<file path="src/core/vcap_pkg.sv">
package vcap_pkg;
   // Register byte offsets
   localparam logic [7:0] CTL_OFFSET = 8'h00;
   localparam logic [7:0] STAT_OFFSET = 8'h04;
   localparam logic [7:0] LINE_OFFSET = 8'h08;
   // Control word fields
   localparam int CHAN_RESET_POS = 31;
   localparam int BLOCK_POS = 30;
   localparam int FIELD_INVERT_BIT_POS = 20;
   localparam int LINE_COUNTER_RESET_SELECT_POS = 17;
   localparam int ENABLE_POS = 15;
   localparam logic [31:0] CTL_RESET = 32'h40020010;
   localparam logic [31:0] CTL_WMASK = 32'h4013FDF3;
   // Status fields, write one to clear
   localparam int F1_DONE_POS = 0;
   localparam int F2_DONE_POS = 1;
   localparam int FRM_DONE_POS = 2;
   localparam int STAT_WIDTH = 3;
   localparam logic [STAT_WIDTH-1:0] STAT_RESET = 3'h0;
   localparam int LINE_WIDTH = 12;
   typedef enum logic [2:0] {
      CH_IDLE = 3'b001,
      CH_DRAIN = 3'b010,
      CH_FLUSH = 3'b100
   } chan_state_t;
endpackage

</file>
<file path="src/core/line_counter.sv">
`timescale 1ns/1ps
`default_nettype none
module line_counter #(
   parameter int WIDTH = vcap_pkg::LINE_WIDTH
) (
   input wire logic clk,
   input wire logic reset_n,
   input wire logic restart,
   input wire logic video_mode,
   input wire logic reset_select,
   input wire logic line_eav,
   input wire logic v_bit,
   input wire logic ctl2_level,
   output logic [WIDTH-1:0] count,
   output logic count_reset
);
   import vcap_pkg::*;

   initial begin
      if (WIDTH < 2 || WIDTH > 16) begin
         $error("line_counter: WIDTH out of range");
      end
   end

   logic v_last_q;
   logic ctl2_last_q;
   logic [WIDTH-1:0] count_q;
   wire blank_start;
   wire blank_end;
   wire eav_v1_first;
   wire eav_v0_first;

   // First EAV of each blanking edge, or the matching control-input edge
   assign eav_v1_first = line_eav && v_bit && !v_last_q;
   assign eav_v0_first = line_eav && !v_bit && v_last_q;
   assign blank_start = eav_v1_first || (ctl2_level && !ctl2_last_q);
   assign blank_end = eav_v0_first || (!ctl2_level && ctl2_last_q);
   assign count_reset = video_mode &&
      (reset_select ? blank_end : blank_start);
   assign count = count_q;

   always_ff @(posedge clk or negedge reset_n) begin
      if (!reset_n) begin
         v_last_q <= 1'b0;
         ctl2_last_q <= 1'b0;
         count_q <= '0;
      end else begin
         ctl2_last_q <= ctl2_level;
         if (line_eav) begin
            v_last_q <= v_bit;
         end
         if (restart || count_reset) begin
            count_q <= '0;
         end else if (line_eav) begin
            count_q <= count_q + 1'b1;
         end
      end
   end

   a_blank_start_reset: assert property (@(posedge clk) disable iff (!reset_n)
      video_mode && !reset_select && eav_v1_first |=> count_q == '0)
      else $error("line count not cleared at blank start");
   a_blank_end_reset: assert property (@(posedge clk) disable iff (!reset_n)
      video_mode && reset_select && eav_v1_first && !restart
      && !blank_end |=> count_q != '0 || $past(count_q) == '1)
      else $error("line count cleared at blank start in end mode");
endmodule
`default_nettype wire

</file>
<file path="src/core/capture_channel_control.sv">
`timescale 1ns/1ps
`default_nettype none
module capture_channel_control
   import vcap_pkg::*;
#(
   parameter int LINE_BITS = vcap_pkg::LINE_WIDTH
) (
   input wire logic clk,
   input wire logic reset_n,
   input wire logic psel,
   input wire logic penable,
   input wire logic pwrite,
   input wire logic [7:0] paddr,
   input wire logic [31:0] pwdata,
   output logic [31:0] prdata,
   output logic pready,
   output logic pslverr,
   input wire logic video_mode,
   input wire logic line_eav,
   input wire logic v_bit,
   input wire logic f_bit,
   input wire logic second_control_input,
   input wire logic fifo_request,
   input wire logic dma_pending,
   input wire logic field_done,
   input wire logic frame_done,
   input wire logic vint_request,
   output logic dma_event,
   output logic fifo_flush,
   output logic channel_reinit,
   output logic capture_enable,
   output logic field_two,
   output logic [LINE_BITS-1:0] vertical_line_counter,
   output logic line_counter_reset,
   output logic field_irq,
   output logic frame_irq,
   output logic vint_irq
);
   import vcap_pkg::*;

   initial begin
      if (LINE_BITS < 2 || LINE_BITS > 16) begin
         $error("capture_channel_control: LINE_BITS out of range");
      end
   end

   function automatic logic hit(input logic [7:0] a, input logic [7:0] off);
      hit = (a == off);
   endfunction

   chan_state_t state_q, state_d;
   logic [31:0] ctl_q, ctl_d;
   logic [STAT_WIDTH-1:0] stat_q, stat_d;
   logic gate_q, gate_d;
   logic field_q;
   logic ctl2_meta_q, ctl2_q;
   logic dma_event_q, field_two_q;
   logic field_irq_q, frame_irq_q, vint_irq_q;

   // APB decode
   wire access = psel && penable;
   wire wr = access && pwrite;
   wire ctl_sel = hit(paddr, CTL_OFFSET);
   wire stat_sel = hit(paddr, STAT_OFFSET);
   wire line_sel = hit(paddr, LINE_OFFSET);
   wire mapped = ctl_sel || stat_sel || line_sel;
   wire ctl_wr = wr && ctl_sel;
   wire stat_wr = wr && stat_sel;

   wire blocked = ctl_q[BLOCK_POS];
   wire in_reset = (state_q != CH_IDLE);
   wire reinit = (state_q == CH_FLUSH);
   wire reset_req = ctl_wr && pwdata[CHAN_RESET_POS];

   // Field mapping applies only to BT.656 / Y/C
   wire mapped_field = video_mode ?
      (f_bit ^ ctl_q[FIELD_INVERT_BIT_POS]) : f_bit;
   wire frame_start = line_eav && field_q && !mapped_field;
   wire [STAT_WIDTH-1:0] stat_set = {frame_done, field_done && field_q,
      field_done && !field_q};
   wire status_live = !blocked && !in_reset;

   assign pready = 1'b1;
   assign pslverr = access && !mapped;
   assign prdata = !access ? 32'h0 :
      ctl_sel ? ctl_q :
      stat_sel ? {{(32-STAT_WIDTH){1'b0}}, stat_q} :
      line_sel ? {{(32-LINE_BITS){1'b0}}, vertical_line_counter} : 32'h0;

   assign dma_event = dma_event_q;
   assign fifo_flush = blocked || reinit;
   assign channel_reinit = reinit;
   assign capture_enable = ctl_q[ENABLE_POS];
   assign field_two = field_two_q;
   assign field_irq = field_irq_q;
   assign frame_irq = frame_irq_q;
   assign vint_irq = vint_irq_q;

   // Channel reset sequence
   always_comb begin
      state_d = state_q;
      case (state_q)
         CH_IDLE: begin
            if (reset_req) begin
               state_d = CH_DRAIN;
            end
         end
         CH_DRAIN: begin
            if (!dma_pending) begin
               state_d = CH_FLUSH;
            end
         end
         CH_FLUSH: state_d = CH_IDLE;
         default: state_d = CH_IDLE;
      endcase
   end

   always_comb begin
      ctl_d = ctl_q;
      if (reinit) begin
         ctl_d = CTL_RESET;
      end else if (ctl_wr && !in_reset) begin
         ctl_d = (pwdata & CTL_WMASK) | (ctl_q & ~CTL_WMASK);
         ctl_d[CHAN_RESET_POS] = pwdata[CHAN_RESET_POS];
      end
   end

   // Set wins over a write-one clear
   always_comb begin
      stat_d = stat_q;
      if (reinit) begin
         stat_d = STAT_RESET;
      end else begin
         if (stat_wr) begin
            stat_d = stat_q & ~pwdata[STAT_WIDTH-1:0];
         end
         if (status_live) begin
            stat_d = stat_d | stat_set;
         end
      end
   end

   // Re-arm only at a frame boundary after unblocking
   always_comb begin
      gate_d = gate_q;
      if (blocked || in_reset) begin
         gate_d = 1'b0;
      end else if (frame_start) begin
         gate_d = 1'b1;
      end
   end

   always_ff @(posedge clk or negedge reset_n) begin
      if (!reset_n) begin
         state_q <= CH_IDLE;
         ctl_q <= CTL_RESET;
         stat_q <= STAT_RESET;
         gate_q <= 1'b0;
      end else begin
         state_q <= state_d;
         ctl_q <= ctl_d;
         stat_q <= stat_d;
         gate_q <= gate_d;
      end
   end

   always_ff @(posedge clk or negedge reset_n) begin
      if (!reset_n) begin
         field_q <= 1'b0;
         field_two_q <= 1'b0;
      end else if (line_eav) begin
         field_q <= mapped_field;
         field_two_q <= mapped_field;
      end
   end

   always_ff @(posedge clk or negedge reset_n) begin
      if (!reset_n) begin
         dma_event_q <= 1'b0;
         field_irq_q <= 1'b0;
         frame_irq_q <= 1'b0;
         vint_irq_q <= 1'b0;
      end else begin
         dma_event_q <= fifo_request && gate_d && !blocked;
         field_irq_q <= field_done && status_live;
         frame_irq_q <= frame_done && status_live;
         vint_irq_q <= vint_request && status_live;
      end
   end

   // Pin synchroniser; only ctl2_q is read by logic
   always_ff @(posedge clk or negedge reset_n) begin
      if (!reset_n) begin
         ctl2_meta_q <= 1'b0;
         ctl2_q <= 1'b0;
      end else begin
         ctl2_meta_q <= second_control_input;
         ctl2_q <= ctl2_meta_q;
      end
   end

   line_counter #(
      .WIDTH(LINE_BITS)
   ) u_line_counter (
      .clk(clk),
      .reset_n(reset_n),
      .restart(reinit),
      .video_mode(video_mode),
      .reset_select(ctl_q[LINE_COUNTER_RESET_SELECT_POS]),
      .line_eav(line_eav),
      .v_bit(v_bit),
      .ctl2_level(ctl2_q),
      .count(vertical_line_counter),
      .count_reset(line_counter_reset)
   );

   a_reset_waits_dma: assert property (@(posedge clk) disable iff (!reset_n)
      state_q == CH_DRAIN && dma_pending |=> state_q == CH_DRAIN)
      else $error("channel flushed while DMA pending");
   a_reset_no_events: assert property (@(posedge clk) disable iff (!reset_n)
      state_q == CH_DRAIN |=> !dma_event)
      else $error("DMA event during channel reset");
   a_reset_reinit: assert property (@(posedge clk) disable iff (!reset_n)
      reinit |=> ctl_q == CTL_RESET && stat_q == STAT_RESET)
      else $error("channel registers not reinitialised");
   a_reset_selfclear: assert property (@(posedge clk) disable iff (!reset_n)
      reset_req && !in_reset && !dma_pending
      |=> ctl_q[CHAN_RESET_POS] ##1 reinit ##1 !ctl_q[CHAN_RESET_POS])
      else $error("channel reset bit did not clear");
   a_zero_no_reset: assert property (@(posedge clk) disable iff (!reset_n)
      ctl_wr && !pwdata[CHAN_RESET_POS] && !in_reset |=> !in_reset)
      else $error("write of zero started a channel reset");
   a_block_no_events: assert property (@(posedge clk) disable iff (!reset_n)
      blocked |=> !dma_event && (fifo_flush || !blocked))
      else $error("event while capture blocked");
   a_block_status: assert property (@(posedge clk) disable iff (!reset_n)
      blocked && !stat_wr && !in_reset |=> stat_q == $past(stat_q))
      else $error("status updated while blocked");
   a_block_no_irq: assert property (@(posedge clk) disable iff (!reset_n)
      blocked |=> !field_irq && !frame_irq && !vint_irq)
      else $error("interrupt while capture blocked");
   a_unblock_waits: assert property (@(posedge clk) disable iff (!reset_n)
      $fell(blocked) && !frame_start |-> !gate_q ##1 !dma_event)
      else $error("events resumed mid-field");
   a_frame_sync: assert property (@(posedge clk) disable iff (!reset_n)
      !blocked && !in_reset && frame_start |=> gate_q)
      else $error("events not re-armed at frame start");
   a_reserved_zero: assert property (@(posedge clk) disable iff (!reset_n)
      ctl_q[29:21] == 9'h000 && ctl_q[19:18] == 2'h0)
      else $error("reserved control bits set");
   a_field_invert: assert property (@(posedge clk) disable iff (!reset_n)
      line_eav && video_mode |=> field_two == ($past(f_bit) ^
      $past(ctl_q[FIELD_INVERT_BIT_POS])))
      else $error("field polarity mapping wrong");
endmodule
`default_nettype wire

</file>
<file path="config.mk">
export PLATFORM = sky130hd
export DESIGN_NAME = capture_channel_control
export DESIGN_NICKNAME = d
export VERILOG_FILES = /design/src/core/vcap_pkg.sv /design/src/core/line_counter.sv /design/src/core/capture_channel_control.sv
export SDC_FILE = /design/constraint.sdc
export NUM_CORES = 1
export LEC_CHECK = 0
export ABC_AREA = 1
export BUFFER_PORTS_ARGS = -buffer_cell sky130_fd_sc_hd__buf_2
export CAP_MARGIN = 20
export CORE_MARGIN = 5
export CORE_UTILIZATION = 35
export DETAILED_ROUTE_END_ITERATION = 7
export GPL_ROUTABILITY_DRIVEN = 0
export PLACE_DENSITY = 0.67
export SLEW_MARGIN = 25
export SYNTH_ARGS = -nofsm -noshare
export SYNTH_HDL_FRONTEND = slang
export SYNTH_SLANG_ARGS = --single-unit
</file>
<file path="constraint.sdc">
create_clock -name clk -period 2.4 [get_ports clk]
set_clock_uncertainty 0.1 [all_clocks]
set_input_delay 0.48 -clock clk [delete_from_list [all_inputs] [get_ports clk]]
set_output_delay 0.48 -clock clk [all_outputs]
set_load 0.005 [all_outputs]
</file>
Word-level counts from Yosys, hierarchy flattened:

Cells that the tools add are included.

* word-level logic and storage cells: 91
* input port bits: 55
* output and inout bits: 55
* register bits after elaboration: 60

* add/sub/neg operators: 1
* bitwise operators: 5
* multiplexer cells: 19
* reductions and logical operators: 44
* equality and inequality tests: 8

Operators by type and width (number)
* $mux 32: 4
* $mux 12: 4
* $or 31x30->31: 1
* $logic_and 1x1->1: 24
* $mux 3: 6
* $add 12x1->12 const B: 1
* $logic_not 1->1: 9
* $eq 8x3->1 const B: 1
* $eq 8x4->1 const B: 1
* $logic_not 8->1: 1
* $logic_or 1x1->1: 7
* $pmux 3 s2: 1
* $mux 1: 4
* $ne 2x2->1 const B: 2
* $reduce_bool 2->1: 2
* $and 3x3->3: 1
* $eq 3x1->1 const B: 1
* $eq 3x2->1 const B: 1
* $eq 3x3->1 const B: 1
* $ne 3x1->1 const B: 1
* $not 3->3: 1
* $or 3x3->3: 1
* $reduce_and 2->1: 1
* $xor 1x1->1: 1

Longest topological paths before layout:

* word-level depth: 8
* gate-level depth with buffers: 9

Cells and area by module:

From an unflattened synthesis, not the netlist that was laid out.

* cells, all modules: 341
* area, all modules: 2628.8 um2

Modules (own cells, without submodules)
* capture_channel_control: area an instance 1863.0 um2, instances 1, cells an instance 250
* line_counter: area an instance 765.7 um2, instances 1, cells an instance 91

Least setup slack after synthesis:

No wires, ideal clock.

* path kind: input port to output port
* start point: in paddr[7]
* end point: out prdata[17]
* arrival time: 1.237 ns
* stages on the path: 7
* slack: 0.583 ns
* path buffers: 2
* cells stage by stage: nor2_1 > nand2_2 > nor2_4 > buf_6 > inv_2 > buf_6 > nor3_2

* word-level cells in the longest chain between the ends: 3

RTL lines
* from (decl): RTL line capture_channel_control.sv:13 `input wire logic [7:0] paddr,`
* $logic_not 8->1: RTL line capture_channel_control.sv:48 `hit = (a == off);`
* $mux 32: RTL line capture_channel_control.sv:86 `ctl_sel ? ctl_q :`
* $mux 32: RTL line capture_channel_control.sv:85 `assign prdata = !access ? 32'h0 :`
* to (decl): RTL line capture_channel_control.sv:15 `output logic [31:0] prdata,`

Every way passes these cells.

Worst setup path after layout:

* start point: in paddr[1]
* end point: out prdata[0]

* word-level cells in the longest chain between the ends: 5
* elaborated cells on any way between the ends: 7
* classes of those cells: eq/ne (2); mux (4); reduce/logical (1)

RTL lines
* $eq 8x4->1: RTL line capture_channel_control.sv:48
* $mux 12: RTL line capture_channel_control.sv:88 `line_sel ? {{(32-LINE_BITS){1'b0}}, vertical_line_counter} : 32'h0;`
* $mux 12: RTL line capture_channel_control.sv:87 `stat_sel ? {{(32-STAT_WIDTH){1'b0}}, stat_q} :`
* $mux 32 *: RTL line capture_channel_control.sv:86
* $mux 32 *: RTL line capture_channel_control.sv:85

Every way passes the cells marked *; elsewhere a longest branch is shown, timed or not.

==> parameters.txt <==
Parameter                              Value

Clocking
  # resized after CTS    0
  Master cell of the clock root buffer    clkbuf_8
  Sink Count    46
  H-Tree Depth    2
  Number of buffers added by the clock tree synthesis step    5
  Number of setup buffers added after CTS    0
  Maximum root-to-sink buffer count    2
  Number of buffers inserted by hold repair at cts    0
  Clock-pin slew of the registers on the worst-case setup and hold paths    0.08 ns
  Clock latency of the later-clocked register in the worst-skew pair    0.29 ns
  Clock tree from TritonCTS    done

Critical path
  Slowest-stage cell, CP    nor2_4
  Arrival time of the worst setup path    1.61 ns
  Kind of end point of the critical path    output port
  Maximum single-stage delay on the critical path    0.19 ns
  Number of buffer and inverter instances along the worst setup path    4
  Max Fanout on Critical Path    14
  Critical path's top delay family    simple AND/OR/NAND/NOR gates
  Count of cells along the worst register-to-register path    4
  Category of the most critical setup path    in -> out
  Startpoint of the worst-slack reg-to-reg timing path    state_q[1]
  Reg-to-reg setup timing slack    0.63 ns
  Worst EP required    1.82 ns
  CP startpoint kind    input port
  Critical path depth in cells    10
  Chain of cells forming the critical path    buf_2 -> nor2_2 -> nand2_1 -> nor2_4 -> inv_2 -> nor2_1 -> nor2_1 -> nand2_1 -> inv_1 -> buf_2
  Reg-to-reg endpoint    u_line_counter.count[5]

Logic synthesis
  Fraction of the yosys area taken by sequential cells    0.447
  Area share of the largest cell type after synthesis    0.406
  Library cell occupying the most area in the post-synthesis netlist    dfrtp_1
  Synth top area cells    dfrtp_1 (41%), nand2_1 (16%), nand3_1 (8.1%), nor2_1 (6.7%), inv_1 (5.2%)
  YS warnings    0
  Synth cell types    29
  Cell types with the highest counts after synthesis    nand2_1 (112), nor2_1 (46), dfrtp_1 (42), nand3_1 (42), inv_1 (36)
  Area of the mapped netlist    0.00259 mm²
  Gate count after technology mapping    353
  Average cell area after synthesis    7.33 µm²
  Fraction of registers with async set or reset after synthesis    1.00
  Cell with the most instances after synthesis    nand2_1
  Predominant post-synthesis flop cell    dfrtp_1
  Post-synthesis sequential element count    46
  Number of synthesized flops with an enable pin    0

Detailed routing
  Drt via density    4.49
  Number of iterations in the first detailed-routing pass    4
  Routed WL    6770 µm
  Post-route DRC violation count    0
  Starting DRT DRC Count    159
  Average detailed-routed wire length per instance    12.6 µm
  Vias    2,411
  Number of routed nets with antenna violations    0

Power and ir drop
  Clock group share of total power    0.309
  Maximum vdd drop    0.290 mV
  Design internal power    1090 µW
  Power per Cell Area    470 mW/mm²
  Overall power consumption    1470 µW
  Net Switching    381 µW
  Fraction of power spent switching nets    0.259
  Sequential fraction of design power    0.573
  Gate power share    0.118
  Static leakage    0.00174 µW

Floorplan
  Initial cell density of the core    0.358
  Area of the core region    0.00721 mm²
  Die span in x    96.0 µm
  Top-level port count    110
  Cell Rows    31
  Vertical die dimension    96.0 µm
  Total die area    0.00921 mm²

GRT
  Maximum number of pins on one net before global-route repair    25
  Number of global-route vias before repair    2,355
  First-pass GRT wire length    11,000 µm
  Total congestion overflow    0
  Initial antenna violation count    0
  All-layer global routing usage    0.154

Timing
  Unrepaired setup endpoints after global routing    false
  Min Hold Slack    0.0646 ns
  Total negative setup slack    0 ns
  Slew of the pin with the lowest slew margin    0.550 ns
  Clock period minus final worst setup slack    2.19 ns
  Portion of the clock cycle consumed by the worst path in the final layout    0.912
  Relative max-transition margin    0.633
  Final max-slew violation count    0
  Number of hold-slack violations in the final timing report    0
  Number of setup violations in the final report    0
  Highest clock frequency the design can meet    457 MHz

Job
  Number of maximum-capacitance constraint violations    0

Outcome
  Status    complete, no violations

Finish
  Finished layout cell area    0.00313 mm²
  Flip-flop and latch area    0.00116 mm²
  Final design utilization    0.434
  Area of combinational cells with multiple inputs    0.00114 mm²
  Share of final-layout standard cells stronger than drive strength 1    0.260
  Area growth from synthesis to layout    20.9%
  Post-layout net count    493
  Filler Cells Inserted    773
  ANT cells    0

Worst hold path
  Worst min-delay path category    in -> async

Place
  DP Wirelength    5290 µm
  Number of port buffers    84
  Placed inst area    0.00305 mm²
==> cell families after synthesis <==
kind of cell | count (synthesis) | synth area share
AOI/OAI and AO/OA | 18 | 0.0348
xor gates and xnor gates | 6 | 0.0203
adders and majority gates | 1 | 0.00484
buffers and inverters | 63 | 0.127
DFF | 46 | 0.447
other | 2 | 0.00290
and+or+nand+nor | 217 | 0.363
==> sequential cells by signal, indices dropped and copies added (netlist names), 3 cells and up <==
| signal | cells |
|---|---|
| ctl_q | 18 |
| state_q | 3 |
| u_line_counter.count | 12 |
| stat_q | 3 |
==> metal layers <==
metal	part of all wire	vias to the layer above	GRT usage	wire length, µm
li1	-	1228	-	-
met1	0.43	1086	0.201	2890
met2	0.46	93	0.251	3100
met3	0.11	4	0.0469	725
met4	0.0075	0	0.0391	51
met5	0	-	0	0
==> power by group through the flow <==
stage	Combinational, µW	Sequential [µW]	Clock, µW
2_1_floorplan	96.0	850	0
3_3_place_gp	174	855	0
3_5_place_dp	176	856	0
4_1_cts	177	841	472
5_1_grt	199	848	512
6_report	173	842	455
==> cell type report <==
type	count	area share
Timing Repair Buffer	90	0.153
Clock buffer	8	0.0256
Tap cell	99	0.0396
Sequential cell	46	0.370
Multi-Input combinational cell	254	0.364
Inverter	40	0.0480
==> through the flow <==
step	instances	setup WS, ns
after global routing	537	0.0868
after detailed placement	529	0.217
after global placement	529	0.237
after CTS	537	0.202
after floorplan	363	0.583
final	537	0.211
==> placed cells by master, fill, tap and decap left out, types with 3 or more instances in the layout <==
cell / Yosys / routed
nand2_1: 112 / 112
buf_2: 4 / 84
nor2_1: 46 / 46
nand3_1: 42 / 42
dfrtp_1: 42 / 42
inv_1: 36 / 36
a21oi_1: 16 / 16
conb_1: 2 / 12
clkbuf_8: 0 / 5
buf_4: 13 / 5
xor2_1: 4 / 4
dfstp_2: 4 / 4
inv_2: 3 / 3
nor3_2: 3 / 3
or2_2: 3 / 3
clkbuf_1: 1 / 3
==> worst max-delay path by stage <==
stage	start	to	slack [ns]
finish	paddr[1]	prdata[0]	0.21
global route	paddr[1]	prdata[5]	0.09
floorplan	paddr[7]	prdata[17]	0.58
detailed placement	paddr[5]	prdata[0]	0.22
global placement	paddr[7]	prdata[1]	0.24
CTS	paddr[1]	prdata[0]	0.20
(Power assumes the default switching activity.)
